===== config.mk =====
export PLATFORM = sky130hd
export DESIGN_NAME = pwm_top
export DESIGN_NICKNAME = d
export VERILOG_FILES = /design/src/logic/pwm_pkg.sv /design/src/logic/pwm_timebase_if.sv /design/src/logic/pwm_channel.sv /design/src/logic/pwm_top.sv
export VERILOG_INCLUDE_DIRS = /design/src /design/src/logic
export SDC_FILE = /design/constraint.sdc
export NUM_CORES = 1
export LEC_CHECK = 0
export CAP_MARGIN = 20
export CORE_MARGIN = 2
export CORE_UTILIZATION = 40
export DETAILED_ROUTE_END_ITERATION = 12
export DONT_BUFFER_PORTS = 1
export PLACE_DENSITY_LB_ADDON = 0.1
export SLEW_MARGIN = 20
export SYNTH_ARGS = -nofsm -noshare
export SYNTH_HDL_FRONTEND = slang
export SYNTH_HIERARCHICAL = 1
export SYNTH_SLANG_ARGS = --single-unit
export TNS_END_PERCENT = 50

===== constraint.sdc =====
create_clock -name clk_i -period 2.8 [get_ports clk_i]
set_input_delay 0.84 -clock clk_i [delete_from_list [all_inputs] [get_ports clk_i]]
set_output_delay 0.84 -clock clk_i [all_outputs]
set_load 0.005 [all_outputs]

===== src/logic/pwm_map.svh =====
// Register offsets, field positions, reset values and rule summary for the four-channel PWM.
// Summary of operation
// After reset every channel output sits at the level chosen by reset_level_select.
// One shared 10-bit down counter clocked every CPU clock serves all channels.
// On underflow the counter reloads from the holding register; period is value plus one.
// period_value is high-byte bits 1:0 above all of the low byte.
// Run, load and underflow flag set copy period to holding; load self-clears next clock.
// Underflow sets the flag; only software clears it.
// A channel drives low while its compare exceeds the counter, high otherwise.
// New compare values move to active registers at underflow only when load is set.
// High time per period is period minus compare plus one counter clocks.
// Compare 000h keeps output high; 3FFh keeps it low.
// Brake may come from a software bit or the external brake pin.
// Brake pin is active low with polarity bit clear, active high when set.
// An asserted brake pin clears counter_run and sets brake_flag.
// brake_flag is readable and raises the brake request when enabled.
// When brake ends, outputs return to the level held just before brake.
// The brake pin is synchronised to the CPU clock before use.
`ifndef PWM_MAP_SVH
`define PWM_MAP_SVH
// ----------------------------------------
// Register byte addresses
// ----------------------------------------
`define ADDR_CONTROL_ONE   8'h00
`define ADDR_CONTROL_TWO   8'h04
`define ADDR_CONTROL_THREE 8'h08
`define ADDR_PERIOD_LOW    8'h0c
`define ADDR_PERIOD_HIGH   8'h10
`define ADDR_COMPARE_BASE  8'h20
`define ADDR_COUNTER       8'h30
// ----------------------------------------
// Field positions and reset values
// ----------------------------------------
`define BIT_RUN            7
`define BIT_LOAD           6
`define BIT_UNDERFLOW      5
`define BIT_SW_BRAKE       0
`define BIT_BRAKE_POL      6
`define BIT_BRAKE_IRQ_EN   1
`define BIT_BRAKE_FLAG     0
`define CMP_ALL_LOW        10'h3ff
`define PERIOD_RESET       10'h3ff
`endif


===== src/logic/pwm_pkg.sv =====
// Types shared by the PWM design modules.
`default_nettype none
package pwm_pkg;
    typedef logic [9:0] count_t;
    typedef enum logic [1:0] {
        RUN_IDLE  = 2'b00,
        RUN_COUNT = 2'b01,
        RUN_BRAKE = 2'b10
    } run_state_t;
endpackage : pwm_pkg
`default_nettype wire


===== src/logic/pwm_timebase_if.sv =====
// Interface carrying the shared timebase between counter and channel compare.
`timescale 1ns/1ps
`default_nettype none
interface pwm_timebase_if;
    pwm_pkg::count_t count;
    logic            underflow;
    logic            hold;
    logic            load;
    modport source (output count, output underflow, output hold, input load);
    modport sink   (input count, input underflow, input hold, input load);
endinterface : pwm_timebase_if
`default_nettype wire


===== src/logic/pwm_channel.sv =====
// One PWM channel: double-buffered compare and output stage.
`timescale 1ns/1ps
`default_nettype none
`include "pwm_map.svh"
module pwm_channel (
    // Clock and reset
    input  wire logic      clk_i,
    input  wire logic      rst_i,
    input  wire logic      reset_level_i,
    // Timebase and staged compare
    pwm_timebase_if.sink   tb,
    input  wire logic [9:0] staged_i,
    // Output
    output logic           out_o
);
    pwm_pkg::count_t active;
    // 3FFh is decoded apart so it stays low even when the period itself is 3FFh.
    wire             next_level = (active != `CMP_ALL_LOW) && !(active > tb.count);
    // ----------------------------------------
    // Compare transfer and output register
    // ----------------------------------------
    // Held outputs freeze during brake so the pre-brake level returns afterwards.
    always_ff @(posedge clk_i) begin
        if (rst_i) begin
            active <= `CMP_ALL_LOW;
            out_o  <= reset_level_i;
        end else begin
            if (tb.underflow && tb.load) begin
                active <= staged_i;
            end
            if (!tb.hold) begin
                out_o <= next_level;
            end
        end
    end
    // Reset level is a plain selection on the first cycles after reset.
    logic started;
    always_ff @(posedge clk_i) begin
        if (rst_i) begin
            started <= 1'b0;
        end else if (!tb.hold) begin
            started <= 1'b1;
        end
    end
    a_hold_freezes: assert property (@(posedge clk_i) disable iff (rst_i)
        started && tb.hold |=> $stable(out_o)) else $error("Output moved during hold.");
    a_full_low: assert property (@(posedge clk_i) disable iff (rst_i)
        active == `CMP_ALL_LOW && !tb.hold |=> !out_o) else $error("Full compare let the output rise.");
endmodule : pwm_channel
`default_nettype wire


===== src/logic/pwm_top.sv =====
// Four-channel 10-bit PWM with brake, Wishbone register slave.
//
// Decided for this implementation: the address map and the Wishbone interface to the registers.
`timescale 1ns/1ps
`default_nettype none
`include "pwm_map.svh"
module pwm_top (
    // Clock and reset
    input  wire logic        clk_i,
    input  wire logic        rst_i,
    input  wire logic        reset_level_select_i,
    // Wishbone slave
    input  wire logic        cyc_i,
    input  wire logic        stb_i,
    input  wire logic        we_i,
    input  wire logic [7:0]  adr_i,
    input  wire logic [3:0]  sel_i,
    input  wire logic [31:0] dat_i,
    output logic [31:0]      dat_o,
    output logic             ack_o,
    // Brake pin
    input  wire logic        brake_pin_i,
    // Outputs
    output logic             channel_out_zero_o,
    output logic             channel_out_one_o,
    output logic             channel_out_two_o,
    output logic             channel_out_three_o,
    output logic             brake_request_o
);
    // ----------------------------------------
    // State
    // ----------------------------------------
    pwm_timebase_if tb();
    pwm_pkg::count_t  counter;
    pwm_pkg::count_t  holding;
    logic [7:0]       period_low_byte;
    logic [1:0]       period_high_byte;
    logic [9:0]       channel_compare [4];
    logic             counter_run;
    logic             load;
    logic             underflow_flag;
    logic             sw_brake;
    logic             brake_polarity_select;
    logic             brake_irq_en;
    logic             brake_flag;
    logic [2:0]       pin_sync;
    logic             pin_level;
    logic             rst_level;
    logic             out_valid;
    logic [3:0]       chan_raw;

    wire [9:0] period_value = {period_high_byte, period_low_byte};
    wire pin_brake    = brake_polarity_select ? pin_level : !pin_level;
    wire brake_active = sw_brake || pin_brake;
    wire underflow    = counter_run && !brake_active && (counter == 10'h000);
    // A write lands at the edge where ack is seen high, while the master still holds its request.
    wire wr_stb       = cyc_i && stb_i && we_i && ack_o && sel_i[0];
    wire rd_stb       = cyc_i && stb_i && !ack_o;

    function automatic logic hit(input logic [7:0] a);
        hit = (adr_i == a);
    endfunction : hit

    assign tb.count     = counter;
    assign tb.underflow = underflow;
    // Outputs also freeze while the counter is stopped, so they resume exactly where braking left them.
    assign tb.hold      = brake_active || !counter_run || !out_valid;
    assign tb.load      = load;

    // ----------------------------------------
    // Synchroniser and reset-level capture
    // ----------------------------------------
    // The pin stages carry no reset, so they hold the pin's real level when reset lifts and no
    // false brake follows reset; a change counts once the second and third stages agree.
    always_ff @(posedge clk_i) begin
        pin_sync <= {pin_sync[1:0], brake_pin_i};
        if (pin_sync[2] == pin_sync[1]) begin
            pin_level <= pin_sync[2];
        end
    end

    // The reset level is sampled every clock once reset lifts.
    always_ff @(posedge clk_i) begin
        if (rst_i) begin
            rst_level <= 1'b0;
        end else begin
            rst_level <= reset_level_select_i;
        end
    end

    // ----------------------------------------
    // Counter, run and load control
    // ----------------------------------------
    // Counter runs on every clock; the CPU clock is the PWM clock.
    always_ff @(posedge clk_i) begin
        if (rst_i) begin
            counter   <= `PERIOD_RESET;
            holding   <= `PERIOD_RESET;
            out_valid <= 1'b0;
        end else begin
            if (counter_run && !brake_active) begin
                out_valid <= 1'b1;
                if (underflow) begin
                    counter <= (load && underflow_flag) ? period_value : holding;
                    if (load && underflow_flag) begin
                        holding <= period_value;
                    end
                end else begin
                    counter <= counter - 10'h001;
                end
            end
        end
    end

    // ----------------------------------------
    // Register writes and flags
    // ----------------------------------------
    always_ff @(posedge clk_i) begin
        if (rst_i) begin
            period_low_byte       <= 8'(`PERIOD_RESET);
            period_high_byte      <= 2'(`PERIOD_RESET >> 8);
            counter_run           <= 1'b0;
            load                  <= 1'b0;
            underflow_flag        <= 1'b0;
            sw_brake              <= 1'b0;
            brake_polarity_select <= 1'b0;
            brake_irq_en          <= 1'b0;
            brake_flag            <= 1'b0;
            for (int i = 0; i < 4; i++) begin
                channel_compare[i] <= `CMP_ALL_LOW;
            end
        end else begin
            if (wr_stb && hit(`ADDR_CONTROL_ONE)) begin
                counter_run    <= dat_i[`BIT_RUN];
                load           <= dat_i[`BIT_LOAD];
                underflow_flag <= underflow_flag & dat_i[`BIT_UNDERFLOW];
            end
            if (wr_stb && hit(`ADDR_CONTROL_TWO)) begin
                sw_brake              <= dat_i[`BIT_SW_BRAKE];
                brake_polarity_select <= dat_i[`BIT_BRAKE_POL];
            end
            if (wr_stb && hit(`ADDR_CONTROL_THREE)) begin
                brake_irq_en <= dat_i[`BIT_BRAKE_IRQ_EN];
                brake_flag   <= brake_flag & dat_i[`BIT_BRAKE_FLAG];
            end
            if (wr_stb && hit(`ADDR_PERIOD_LOW)) begin
                period_low_byte <= dat_i[7:0];
            end
            if (wr_stb && hit(`ADDR_PERIOD_HIGH)) begin
                period_high_byte <= dat_i[1:0];
            end
            for (int i = 0; i < 4; i++) begin
                if (wr_stb && hit(`ADDR_COMPARE_BASE + 8'(4 * i))) begin
                    channel_compare[i] <= {sel_i[1] ? dat_i[9:8] : channel_compare[i][9:8], dat_i[7:0]};
                end
            end
            // Hardware sets win over software clears in the same cycle.
            if (underflow) begin
                underflow_flag <= 1'b1;
            end
            if (underflow && load && underflow_flag) begin
                load <= 1'b0;
            end
            if (pin_brake) begin
                counter_run <= 1'b0;
                brake_flag  <= 1'b1;
            end
        end
    end

    // ----------------------------------------
    // Read mux and acknowledge
    // ----------------------------------------
    logic [31:0] next_rd;
    always_comb begin
        next_rd = 32'h0;
        if (hit(`ADDR_CONTROL_ONE)) next_rd[7:5] = {counter_run, load, underflow_flag};
        if (hit(`ADDR_CONTROL_TWO)) next_rd[7:0] = {1'b0, brake_polarity_select, 5'h0, sw_brake};
        if (hit(`ADDR_CONTROL_THREE)) next_rd[1:0] = {brake_irq_en, brake_flag};
        if (hit(`ADDR_PERIOD_LOW)) next_rd[7:0] = period_low_byte;
        if (hit(`ADDR_PERIOD_HIGH)) next_rd[1:0] = period_high_byte;
        if (hit(`ADDR_COUNTER)) next_rd[9:0] = counter;
        for (int i = 0; i < 4; i++) begin
            if (hit(`ADDR_COMPARE_BASE + 8'(4 * i))) next_rd[9:0] = channel_compare[i];
        end
    end

    // Single-cycle answer; unmapped addresses ack and read zero.
    always_ff @(posedge clk_i) begin
        if (rst_i) begin
            ack_o <= 1'b0;
            dat_o <= 32'h0;
        end else begin
            ack_o <= rd_stb;
            dat_o <= rd_stb ? next_rd : 32'h0;
        end
    end

    assign brake_request_o = brake_flag && brake_irq_en;

    // ----------------------------------------
    // Channels
    // ----------------------------------------
    for (genvar g = 0; g < 4; g++) begin : g_chan
        pwm_channel u_chan (
            .clk_i         (clk_i),
            .rst_i         (rst_i),
            .reset_level_i (rst_level),
            .tb            (tb),
            .staged_i      (channel_compare[g]),
            .out_o         (chan_raw[g])
        );
    end

    // Before the first run the reset level stands on all outputs.
    wire [3:0] chan_out = out_valid ? chan_raw : {4{rst_level}};
    assign channel_out_zero_o  = chan_out[0];
    assign channel_out_one_o   = chan_out[1];
    assign channel_out_two_o   = chan_out[2];
    assign channel_out_three_o = chan_out[3];

    // ----------------------------------------
    // Checks
    // ----------------------------------------
    a_flag_sticky: assert property (@(posedge clk_i) disable iff (rst_i)
        $past(underflow) |-> underflow_flag) else $error("Underflow flag not set.");
    // Only a software write of zero may take the underflow flag down.
    a_flag_kept: assert property (@(posedge clk_i) disable iff (rst_i)
        underflow_flag && !(wr_stb && hit(`ADDR_CONTROL_ONE) && !dat_i[`BIT_UNDERFLOW]) |=> underflow_flag)
        else $error("Underflow flag lost.");
    a_pin_stops_run: assert property (@(posedge clk_i) disable iff (rst_i)
        pin_brake |=> !counter_run && brake_flag) else $error("Brake pin did not stop.");
    a_load_clears: assert property (@(posedge clk_i) disable iff (rst_i)
        underflow && load && underflow_flag && !(wr_stb && hit(`ADDR_CONTROL_ONE)) |=> !load
        && counter == $past(period_value)) else $error("Load did not self-clear.");
    a_count_down: assert property (@(posedge clk_i) disable iff (rst_i)
        counter_run && !brake_active && counter != 10'h0 |=> counter == $past(counter) - 10'h001)
        else $error("Counter did not decrement.");
    a_reload: assert property (@(posedge clk_i) disable iff (rst_i)
        underflow && !(load && underflow_flag) |=> counter == $past(holding)) else $error("No reload.");
    a_brake_req: assert property (@(posedge clk_i) disable iff (rst_i)
        brake_flag && brake_irq_en |-> brake_request_o) else $error("Brake request missing.");
    // The pins must follow the strap input sampled one clock earlier until the first run.
    a_reset_level: assert property (@(posedge clk_i) disable iff (rst_i)
        !out_valid && !$past(rst_i) |-> chan_out == {4{$past(reset_level_select_i)}})
        else $error("Reset level wrong.");
    a_brake_stops: assert property (@(posedge clk_i) disable iff (rst_i)
        brake_active |=> $stable(counter)) else $error("Counter moved in brake.");
    a_period_write: assert property (@(posedge clk_i) disable iff (rst_i)
        wr_stb && hit(`ADDR_PERIOD_LOW) |=> period_low_byte == $past(dat_i[7:0]))
        else $error("Period write lost.");
endmodule : pwm_top
`default_nettype wire


==> metrics.log, run 1 <==
INFO  metric clkLatencyLatePin = 0.43 ns
INFO  metric worst-endpoint-required = 3.11 ns
INFO  metric setup_viol = 0
INFO  metric critical_path_class = reg -> reg
INFO  metric layout_min_cycle_time = 2.57 ns
INFO  metric leading_cell_type_by_number_of_instances_after_synthesis = dfxtp_1
INFO  metric rows = 50
INFO  metric port-buffer-count = 0
INFO  metric worstSetupEndpointType = register
INFO  metric run_status = completed
INFO  metric setup.reg_to_reg.worst_slack = 0.23 ns
INFO  metric dp_worst_setup_slack = 0.298 ns
INFO  metric cts_buf_count = 17
INFO  metric synthesis.area = 0.00776 mm²
INFO  metric timing.critical_path.from = counter[0]$_SDFFE_PP1P_
INFO  metric avgViaCountPerCell = 5.79
INFO  metric final-hold-violation-count = 0
INFO  metric first_global_vias = 5965
INFO  metric gr-usage-met1 = 31.2%
INFO  metric hp-class = reg -> reg
INFO  metric drt_wl_total = 23.8 mm
INFO  metric reg2regPathDepth = 8
INFO  metric remaining_antenna_violation_count = 0
INFO  metric grtUsageTotal = 24.1%
INFO  metric grt_pass1_wl = 36.0 mm
INFO  metric synth-main-ff-cell = dfxtp_1
INFO  metric synth_enable_flop_cells = 45
INFO  metric synthesis.area_per_instance = 9.90 µm²
INFO  metric grt_util_met2 = 39.6%
INFO  metric postSynthRegisterBits = 138
INFO  metric fin_worst_skew = 0.0121 ns
INFO  metric slew-limit-headroom = 58.4%
INFO  metric drive_above_1_share = 13.2%
INFO  metric clock.fmax = 0.388 GHz
INFO  metric ys_types = 74
INFO  metric first_iter_violations = 497
INFO  metric clock_tree.root_cell = clkbuf_16
INFO  metric p_leak = 0.00382 µW
INFO  metric crit_fanout = 23
INFO  metric grt_overflow = 0
INFO  metric post_route_clock_period_utilization = 92.0%
INFO  metric reg2reg_to = g_chan[3].u_chan/active[1]$_SDFFE_PP1P_
INFO  metric arrival = 2.89 ns
INFO  metric grt_setup_unrepaired = false
INFO  metric synth-seq-area-share = 41.4%
INFO  metric post-synth-top-area-cell = dfxtp_1
INFO  metric place_area = 0.00807 mm²
INFO  metric synth-async-reset-ratio = 0%
INFO  metric tritoncts = done
INFO  metric gp_congestion = 0.894
INFO  metric multiInputGateArea = 0.00409 mm²
INFO  metric met3_usage = 5.30%
INFO  metric ff_latch_area = 0.00321 mm²
INFO  metric crit_path_start_kind = register
INFO  metric finish.net_count = 890
INFO  metric synth_warnings = 6
INFO  metric post-route-drc-count = 0
INFO  metric cts_buffer_depth = 2
INFO  metric via_count = 6202
INFO  metric floorplan.die_area = 0.0205 mm²
INFO  metric timing_max_transition_violations_final = 0
INFO  metric worst_r2r_startpoint = counter[0]$_SDFFE_PP1P_
INFO  metric setup.worst_path.end = g_chan[3].u_chan/active[1]$_SDFFE_PP1P_
INFO  metric fin_area = 0.00868 mm²
INFO  metric overall_power = 4500 µW
INFO  metric synth.top_cell.area_share = 24.0%
INFO  metric fillerInstances = 1841
INFO  metric clk_transition_reported_paths = 0.06 ns
INFO  metric post_cts_resize_count = 0
INFO  metric floorplan.core_area = 0.0189 mm²
INFO  metric cts-hold-fix-buffers = 0
INFO  metric dp_hpwl = 17.2 mm
INFO  metric drt_first_pass_iters = 5
INFO  metric yosys-top-cells-area = dfxtp_1 (24%), edfxtp_1 (17%), ha_1 (6.8%)
INFO  metric grt_antenna_before_repair = 0
INFO  metric detail_route.wl_per_cell = 22.2 µm
INFO  metric initial_core_util = 41.1%
INFO  metric hold_slack = 0.330 ns
INFO  metric cts_max_level = 4
INFO  metric area_growth_syn_to_layout = 11.7%
INFO  metric global_route.peak_usage_layer = met2
INFO  metric synth_cells = 784
INFO  metric grt_start_max_net_pins = 88
INFO  metric cts.sink_count = 138
INFO  metric power_density = 518 mW/mm²
INFO  metric io_count = 89
INFO  metric ir_drop = 0.000440 V
INFO  metric postcts_setup_bufs = 0
INFO  metric die_h = 143 µm
INFO  metric synthTopCellsByCount = dfxtp_1 (93), nand2_1 (58), and3_1 (54), inv_1 (54), a211o_1 (49)
INFO  metric drv.max_cap_violation_count = 0
INFO  metric post-route-worst-setup-slack = 0.225 ns
INFO  metric chipWidth = 143 µm
INFO  metric total_negative_setup_slack = 0 ns
INFO  metric tightestPinTransition = 0.624 ns
-- flip-flops by register name, indices dropped and copies added, names as in the netlist, 3 cells and up --
register and count:
channel_compare 40, counter 10, dat_o 10, g_chan.u_chan/active 40, g_chan.u_chan/out_o 4, holding 10
period_low_byte 8, pin_sync 3
-- through the flow --
stage                     std cells  util, %
after floorplan                 805        -
after global placement         1038     42.7
after detailed placement       1038     42.7
after CTS                      1070     45.9
after global routing           1070     45.9
final                          1071     45.9
-- cell type report --
class	count	share of cell area, %
antenna	1	0.0288
clock buffer	21	5.57
clock inverter	11	1.34
inverter	54	2.34
multi-input combinational	553	47.1
sequential	138	37.0
tap	260	3.75
timing repair buffer	33	2.86
-- layer usage --
layer  part of all wire [%]  vias up
met2                     48      238
met5                      0        -
li1                       -     2903
met1                     44     3026
met4                    2.4        0
met3                    6.0       35
-- cell families (layout without fill, tap and decap cells) --
family / count (synthesis) / after routing / share of synthesized area [%]
multiplexers: 37 / 37 / 4.92
adder cells (fa/ha/maj): 42 / 42 / 6.77
other: 1 / 23 / 0.0483
buffers and inverters: 114 / 119 / 7.01
XOR/XNOR: 3 / 3 / 0.338
AO/OA/AOI/OAI: 171 / 171 / 17.1
flip-flops: 138 / 138 / 41.4
AND/OR/NAND/NOR: 278 / 278 / 22.4
-- report_power, final --
group / total, µW / switching, µW / internal (µW) / leakage [µW]
clock: 2290 / 881 / 1410 / 0.000298
combinational: 116 / 66.8 / 49.3 / 0.00243
sequential: 2090 / 10.5 / 2080 / 0.00109
total: 4500 / 958 / 3540 / 0.00382
-- worst min-delay path by stage --
stage	from	end	slack, ns	cells past startpoint
final	pin_sync[0]$_DFF_P_	pin_sync[1]$_DFF_P_	0.33	0
after global routing	pin_sync[0]$_DFF_P_	pin_sync[1]$_DFF_P_	0.34	0
after CTS	pin_sync[0]$_DFF_P_	pin_sync[1]$_DFF_P_	0.34	0
after detailed placement	pin_sync[0]$_DFF_P_	pin_sync[1]$_DFF_P_	0.32	0
after global placement	pin_sync[0]$_DFF_P_	pin_sync[1]$_DFF_P_	0.32	0
after floorplan	pin_sync[0]$_DFF_P_	pin_sync[1]$_DFF_P_	0.31	0
-- critical path, cell delays in order, from the launching register on --
cell and delay (ns):
dfxtp_1 0.31, inv_1 0.07, ha_1 0.19, nor3b_2 0.22, nand3_1 0.14, or2_1 0.29, inv_1 0.48, nand2_1 0.39
a211o_1 0.37
-- cells in the final DEF (no fill, tap or decap), drive strengths merged, types with 6 or more instances in the layout --
master / n
dfxtp: 93
nand2: 60
inv: 56
and3: 54
a211o: 49
edfxtp: 45
ha: 42
buf: 33
or2: 32
o21ai: 30
mux2i: 28
nand4: 23
conb: 22
nand2b: 22
nor2: 21
clkbuf: 21
nor3: 19
a21oi: 16
a211oi: 10
mux2: 9
nand3: 9
a221o: 7
o31ai: 6
clkinv: 6
Power figures use the tool's default switching activity.
==> run 2: changes to the inputs <==
ABC_CLOCK_PERIOD_IN_PS = 2800   (was unset)
CELL_PAD_IN_SITES_DETAIL_PLACEMENT = 1   (was unset)
CELL_PAD_IN_SITES_GLOBAL_PLACEMENT = 1   (was unset)
==> metrics.log, run 2 (synthesis gave the netlist of run 1 again) <==
INFO  metric final_common_cell = dfxtp_1
INFO  metric clock_tree.root_cell = clkbuf_16
INFO  metric io_count = 89 (unchanged)
INFO  metric floorplan.die_area = 0.0205 mm² (unchanged)
INFO  metric tritoncts = done
INFO  metric grt_pass1_wl = 38.1 mm (+5.7%)
INFO  metric dp_worst_setup_slack = 0.295 ns (-0.00312 ns)
INFO  metric detail_route.wl_per_cell = 23.2 µm (+4.5%)
INFO  metric cells_along_the_critical_path = nor4_4 -> nand3_1 -> or2_1 -> inv_1 -> nand2_1 -> a211o_1
INFO  metric reg2reg_to = g_chan[1].u_chan/active[3]$_SDFFE_PP1P_
INFO  metric power_density = 508 mW/mm² (-2.1%)
INFO  metric grt_overflow = 0 (unchanged)
INFO  metric dp_hpwl = 18.3 mm (+6.6%)
INFO  metric die_h = 143 µm (unchanged)
INFO  metric slew-limit-headroom = 61.6% (+3.2 points)
INFO  metric post_route_clock_period_utilization = 91.5% (-0.45 points)
INFO  metric min_to = pin_sync[1]$_DFF_P_
INFO  metric critical_path_class = reg -> reg
INFO  metric chipWidth = 143 µm (unchanged)
INFO  metric area_growth_syn_to_layout = 11.3%
INFO  metric p_leak = 0.00379 µW (-0.66%)
INFO  metric worstSetupEndpointType = register
INFO  metric post_cts_resize_count = 0 (unchanged)
INFO  metric cts.sink_count = 138 (unchanged)
INFO  metric layout_common_cells = dfxtp_1 (93), nand2_1 (58), inv_1 (54), and3_1 (54), a211o_1 (49)
INFO  metric placed_cells = 1038 (unchanged)
INFO  metric drive_above_1_share = 13.3% (+0.12 points)
INFO  metric arrival = 2.87 ns (-0.02 ns)
INFO  metric non_filler_instance_count_after_layout = 1070 (-0.093%)
INFO  metric clk_transition_reported_paths = 0.06 ns (about the same)
INFO  metric initial_core_util = 41.1% (unchanged)
INFO  metric clkLatencyLatePin = 0.43 ns (about the same)
INFO  metric setup.reg_to_reg.worst_slack = 0.24 ns (about the same)
INFO  metric grt_antenna_before_repair = 0 (unchanged)
INFO  metric layout_min_cycle_time = 2.56 ns (-0.0127 ns)
INFO  metric fillerInstances = 2142 (+16%)
INFO  metric clock.fmax = 0.390 GHz (+0.50%)
INFO  metric remaining_antenna_violation_count = 0 (unchanged)
INFO  metric total_negative_setup_slack = 0 ns (unchanged)
INFO  metric cts_max_level = 4 (unchanged)
INFO  metric crit_fanout = 20 (-13%)
INFO  metric fin_worst_skew = 0.00727 ns (-0.00483 ns)
INFO  metric max_stage_delay_cell_worst_path = inv_1
INFO  metric avgViaCountPerCell = 5.83 (+0.61%)
INFO  metric cts_buffer_depth = 2 (unchanged)
INFO  metric post-route-drc-count = 0 (unchanged)
INFO  metric port-buffer-count = 0 (unchanged)
INFO  metric finish.net_count = 890 (unchanged)
INFO  metric crit_path_max_incr_delay = 0.45 ns (-0.03 ns)
INFO  metric worst-endpoint-required = 3.11 ns (about the same)
INFO  metric drt_wl_total = 24.8 mm (+4.4%)
INFO  metric via_count = 6234 (+0.52%)
INFO  metric grt_start_max_net_pins = 88 (unchanged)
INFO  metric reg2regPathDepth = 6 (-2)
INFO  metric gp_congestion = 0.939 (+5.0%)
INFO  metric run_status = completed
INFO  metric postLayoutCoreUtil = 45.7% (-0.19 points)
INFO  metric worst_hold_path.num_cells = 0 (unchanged)
INFO  metric rows = 50 (unchanged)
INFO  metric first_global_vias = 6408 (+7.4%)
INFO  metric crit_path_start_kind = register
INFO  metric drt_first_pass_iters = 5 (unchanged)
INFO  metric ir_drop = 0.000423 V (-4.0%)
INFO  metric postcts_setup_bufs = 0 (unchanged)
INFO  metric setup_viol = 0 (unchanged)
INFO  metric worst_r2r_startpoint = counter[5]$_SDFFE_PP1P_
INFO  metric floorplan.core_area = 0.0189 mm² (unchanged)
INFO  metric final-hold-violation-count = 0 (unchanged)
INFO  metric cts_buf_count = 17 (unchanged)
INFO  metric grtUsageTotal = 25.1% (+1.0 points)
INFO  metric timing_max_transition_violations_final = 0 (unchanged)
INFO  metric drv.max_cap_violation_count = 0 (unchanged)
INFO  metric post-route-worst-setup-slack = 0.238 ns (+0.0127 ns)
INFO  metric antennaDiodeCount = 0 (-1)
INFO  metric cts-hold-fix-buffers = 0 (unchanged)
INFO  metric first_iter_violations = 416 (-16%)
INFO  metric hp-class = reg -> reg
INFO  metric hold_path_startpoint = pin_sync[0]$_DFF_P_
INFO  metric tightestPinTransition = 0.576 ns (-0.0478 ns)
INFO  metric largestRegisters = channel_compare (40), g_chan.u_chan/active (40)
INFO  metric grt_setup_unrepaired = false
## run 2: cell count changes in the layout (fill, tap and decap cells not counted)
cell        change
bufinv_16       -1
clkbuf_1        -2
clkbuf_16       -2
clkinv_1        +1
clkinv_2        -3
clkinv_4        +2
clkinvlp_4      +1
diode_2         -1
inv_4           -1
inv_6           +4
inv_8           +1
## run 2: worst max path at each step
stage	start	end	slack [ns]	cells past startpoint
finish	counter[5]$_SDFFE_PP1P_	g_chan[1].u_chan/active[3]$_SDFFE_PP1P_	0.24	6
global placement	counter[5]$_SDFFE_PP1P_	g_chan[1].u_chan/active[2]$_SDFFE_PP1P_	0.35	6
floorplan	adr_i[0]	channel_compare[0][0]$_SDFFCE_PN1P_	0.12	3
CTS	counter[0]$_SDFFE_PP1P_	g_chan[1].u_chan/active[3]$_SDFFE_PP1P_	0.27	8
detailed placement	counter[5]$_SDFFE_PP1P_	g_chan[1].u_chan/active[3]$_SDFFE_PP1P_	0.29	6
global route	counter[0]$_SDFFE_PP1P_	g_chan[2].u_chan/active[3]$_SDFFE_PP1P_	0.02	8
## run 2: per-stage QoR
stage	total power, µW	area, µm²	hold slack (ns)
detailed placement	2250	8070	0.316
CTS	4410	8640	0.333
finish	4390	8640	0.328
global route	4510	8640	0.335
floorplan	2260	7840	0.310
global placement	2250	8070	0.322
## run 2: area by class of cell
type | instances | area (µm²) | share of cell area (%)
multi-input cells | 553 | 4090 | 47.3
well taps | 260 | 325 | 3.77
clock inverters | 15 | 140 | 1.62
repair buffers | 33 | 248 | 2.87
inverters | 54 | 203 | 2.35
clock buffers | 17 | 425 | 4.92
flip-flops and latches | 138 | 3210 | 37.2
## run 2: per-layer routing
metal | track usage (%) | part of all wire [%] | up-vias
met5 | 0 | 0 | -
met4 | 7.43 | 2.1 | 0
met3 | 5.40 | 5.5 | 35
met2 | 41.1 | 47 | 189
met1 | 33.3 | 46 | 3108
li1 | - | - | 2902
## run 2: power by group
| group | switching [µW] | internal, µW | leakage [µW] |
|---|---|---|---|
| Combinational | 71.9 | 50.2 | 0.00243 |
| Sequential | 9.95 | 2080 | 0.00109 |
| Clock | 941 | 1240 | 0.000274 |
## run 2: worst max-delay path: cells and delay by family, from the launching register on
kind | cells | cell delay (ns)
simple gates | 4 | 1.29
buf+inv | 1 | 0.45
compound gates | 1 | 0.38
flops | 1 | 0.33
==> run 3: changes to the inputs <==
ABC_CLOCK_PERIOD_IN_PS = 2900   (was 2800)
CELL_PAD_IN_SITES_GLOBAL_PLACEMENT = 2   (was 1)
clock period = 2.9 ns   (was 2.8 ns; I/O delays follow)
==> metrics.log, run 3 (synthesis gave the netlist of run 1 again) <==
INFO  metric grt_pass1_wl = 38.4 mm (+0.71%)
INFO  metric grt_antenna_before_repair = 0 (unchanged)
INFO  metric post-route-worst-setup-slack = 0.416 ns (+0.178 ns)
INFO  metric setup_viol = 0 (unchanged)
INFO  metric antennaDiodeCount = 0 (unchanged)
INFO  metric first_global_vias = 6363 (-0.70%)
INFO  metric reg2regPathDepth = 8 (+2)
INFO  metric detail_route.wl_per_cell = 23.4 µm (+0.91%)
INFO  metric clock.fmax = 0.403 GHz (+3.1%)
INFO  metric postLayoutCoreUtil = 45.6% (-0.079 points)
INFO  metric tritoncts = done
INFO  metric cts.sink_count = 138 (unchanged)
INFO  metric worst-endpoint-required = 3.21 ns (+0.10 ns)
INFO  metric drive_above_1_share = 12.7% (-0.66 points)
INFO  metric finish.net_count = 885 (-0.56%)
INFO  metric largestRegisters = channel_compare (40), g_chan.u_chan/active (40)
INFO  metric floorplan.die_area = 0.0205 mm² (unchanged)
INFO  metric place_area = 0.00804 mm² (-0.46%)
INFO  metric worst_r2r_startpoint = counter[0]$_SDFFE_PP1P_
INFO  metric non_filler_instance_count_after_layout = 1065 (-0.47%)
INFO  metric clock_tree.root_cell = clkbuf_16
INFO  metric placed_cells = 1033 (-0.48%)
INFO  metric ff_latch_area = 0.00321 mm² (unchanged)
INFO  metric drv.max_cap_violation_count = 0 (unchanged)
INFO  metric timing_max_transition_violations_final = 0 (unchanged)
INFO  metric dp_worst_setup_slack = 0.438 ns (+0.143 ns)
INFO  metric remaining_antenna_violation_count = 0 (unchanged)
INFO  metric final_common_cell = dfxtp_1
INFO  metric hp-class = reg -> reg
INFO  metric crit_path_start_kind = register
INFO  metric avgViaCountPerCell = 5.84 (+0.23%)
INFO  metric total_negative_setup_slack = 0 ns (unchanged)
INFO  metric drt_first_pass_iters = 5 (unchanged)
INFO  metric grt_overflow = 0 (unchanged)
INFO  metric grtUsageTotal = 25.4% (+0.31 points)
INFO  metric initial_core_util = 41.1% (unchanged)
INFO  metric port-buffer-count = 0 (unchanged)
INFO  metric crit_path_max_incr_delay = 0.38 ns (-0.07 ns)
INFO  metric reg2reg_to = g_chan[3].u_chan/active[2]$_SDFFE_PP1P_
INFO  metric power_density = 500 mW/mm² (-1.5%)
INFO  metric layout_common_cells = dfxtp_1 (93), nand2_1 (58), inv_1 (54), and3_1 (54), a211o_1 (49)
INFO  metric die_h = 143 µm (unchanged)
INFO  metric post_cts_resize_count = 0 (unchanged)
INFO  metric timing.critical_path.from = counter[0]$_SDFFE_PP1P_
INFO  metric post_route_clock_period_utilization = 85.7% (-5.8 points)
INFO  metric grt_setup_unrepaired = false
INFO  metric cts-hold-fix-buffers = 0 (unchanged)
INFO  metric tightestPinTransition = 0.780 ns (+0.204 ns)
INFO  metric crit_fanout = 10 (-50%)
INFO  metric clkLatencyLatePin = 0.43 ns (about the same)
INFO  metric cts_buffer_depth = 2 (unchanged)
INFO  metric p_leak = 0.00379 µW (-0.22%)
INFO  metric floorplan.core_area = 0.0189 mm² (unchanged)
INFO  metric final-hold-violation-count = 0 (unchanged)
INFO  metric multiInputGateArea = 0.00409 mm² (unchanged)
INFO  metric gp_congestion = 0.925 (-1.5%)
INFO  metric run_status = completed
INFO  metric setup.reg_to_reg.worst_slack = 0.42 ns (+0.18 ns)
INFO  metric io_count = 89 (unchanged)
INFO  metric chipWidth = 143 µm (unchanged)
INFO  metric critical_path_class = reg -> reg
INFO  metric ir_drop = 0.000421 V (-0.42%)
INFO  metric path_common_cell = inv_1
INFO  metric fin_area = 0.00862 mm² (-0.17%)
INFO  metric layout_min_cycle_time = 2.48 ns (-0.0779 ns)
INFO  metric cells_along_the_critical_path = inv_1 -> ha_1 -> nor3b_2 -> nand3_1 -> or2_1 -> inv_1 -> nand2_1 -> a211o_1
INFO  metric post-route-drc-count = 0 (unchanged)
INFO  metric max_stage_delay_cell_worst_path = a211o_1
INFO  metric via_count = 6219 (-0.24%)
INFO  metric drt_wl_total = 25.0 mm (+0.44%)
INFO  metric grt_start_max_net_pins = 88 (unchanged)
INFO  metric fillerInstances = 2144 (+0.093%)
INFO  metric fin_worst_skew = 0.0103 ns (+0.00299 ns)
INFO  metric cts_max_level = 4 (unchanged)
INFO  metric postcts_setup_bufs = 0 (unchanged)
INFO  metric clk_transition_reported_paths = 0.06 ns (about the same)
INFO  metric slew-limit-headroom = 47.3% (-14 points)
INFO  metric arrival = 2.79 ns (-0.08 ns)
INFO  metric area_growth_syn_to_layout = 11.1%
INFO  metric rows = 50 (unchanged)
INFO  metric worstSetupEndpointType = register
INFO  metric first_iter_violations = 415 (-0.24%)
INFO  metric dp_hpwl = 18.5 mm (+0.90%)
INFO  metric setup.worst_path.end = g_chan[3].u_chan/active[2]$_SDFFE_PP1P_
INFO  metric cts_buf_count = 17 (unchanged)
## run 3: cell types whose count changed in the layout (fill, tap and decap cells not counted)
cell        delta
inv_8          -1
clkinv_1       -1
inv_4          +3
clkinvlp_4     -1
clkbuf_16      +2
clkinv_4       -1
clkbuf_1       +2
buf_4          -5
clkinv_2       -1
inv_6          -2
## run 3: area by class of cell
class / count / area share, %
clock buffers: 21 / 5.60
repair buffers: 28 / 2.44
clock inverters: 11 / 1.22
flip-flops and latches: 138 / 37.3
multi-input cells: 553 / 47.4
well taps: 260 / 3.77
inverters: 54 / 2.35
## run 3: report_power, final
part           switching (µW)  total, µW  internal [µW]
Sequential               9.44       2010           2000
Clock                     891       2180           1290
Combinational            67.9        114           46.4
## run 3: critical path: cells and delay by family, from the launching register on
family | cells | cell delay, ns
DFF | 1 | 0.31
buffers and inverters | 2 | 0.40
and+or+nand+nor | 4 | 1.10
AOI/OAI and AO/OA | 1 | 0.38
adders and majority gates | 1 | 0.18
## run 3: layer usage
metal | part of all wire, % | GRT usage [%]
met2 | 45 | 40.3
met5 | 0 | 0
met4 | 2.1 | 8.20
met3 | 4.6 | 4.17
met1 | 48 | 35.4
## run 3: worst min path at each step
stage / depth (start not counted) / endpoint / startpoint / slack, ns
2_1_floorplan: 0 / pin_sync[1]$_DFF_P_ / pin_sync[0]$_DFF_P_ / 0.31
3_3_place_gp: 0 / pin_sync[1]$_DFF_P_ / pin_sync[0]$_DFF_P_ / 0.32
3_5_place_dp: 0 / pin_sync[1]$_DFF_P_ / pin_sync[0]$_DFF_P_ / 0.32
4_1_cts: 0 / pin_sync[1]$_DFF_P_ / pin_sync[0]$_DFF_P_ / 0.33
5_1_grt: 0 / pin_sync[1]$_DFF_P_ / pin_sync[0]$_DFF_P_ / 0.34
6_report: 0 / pin_sync[1]$_DFF_P_ / pin_sync[0]$_DFF_P_ / 0.33
## run 3: metrics by stage
stage / hold slack (ns) / total power, µW
floorplan: 0.310 / 2180
global placement: 0.321 / 2170
detailed placement: 0.320 / 2170
CTS: 0.330 / 4340
global route: 0.335 / 4440
finish: 0.329 / 4310
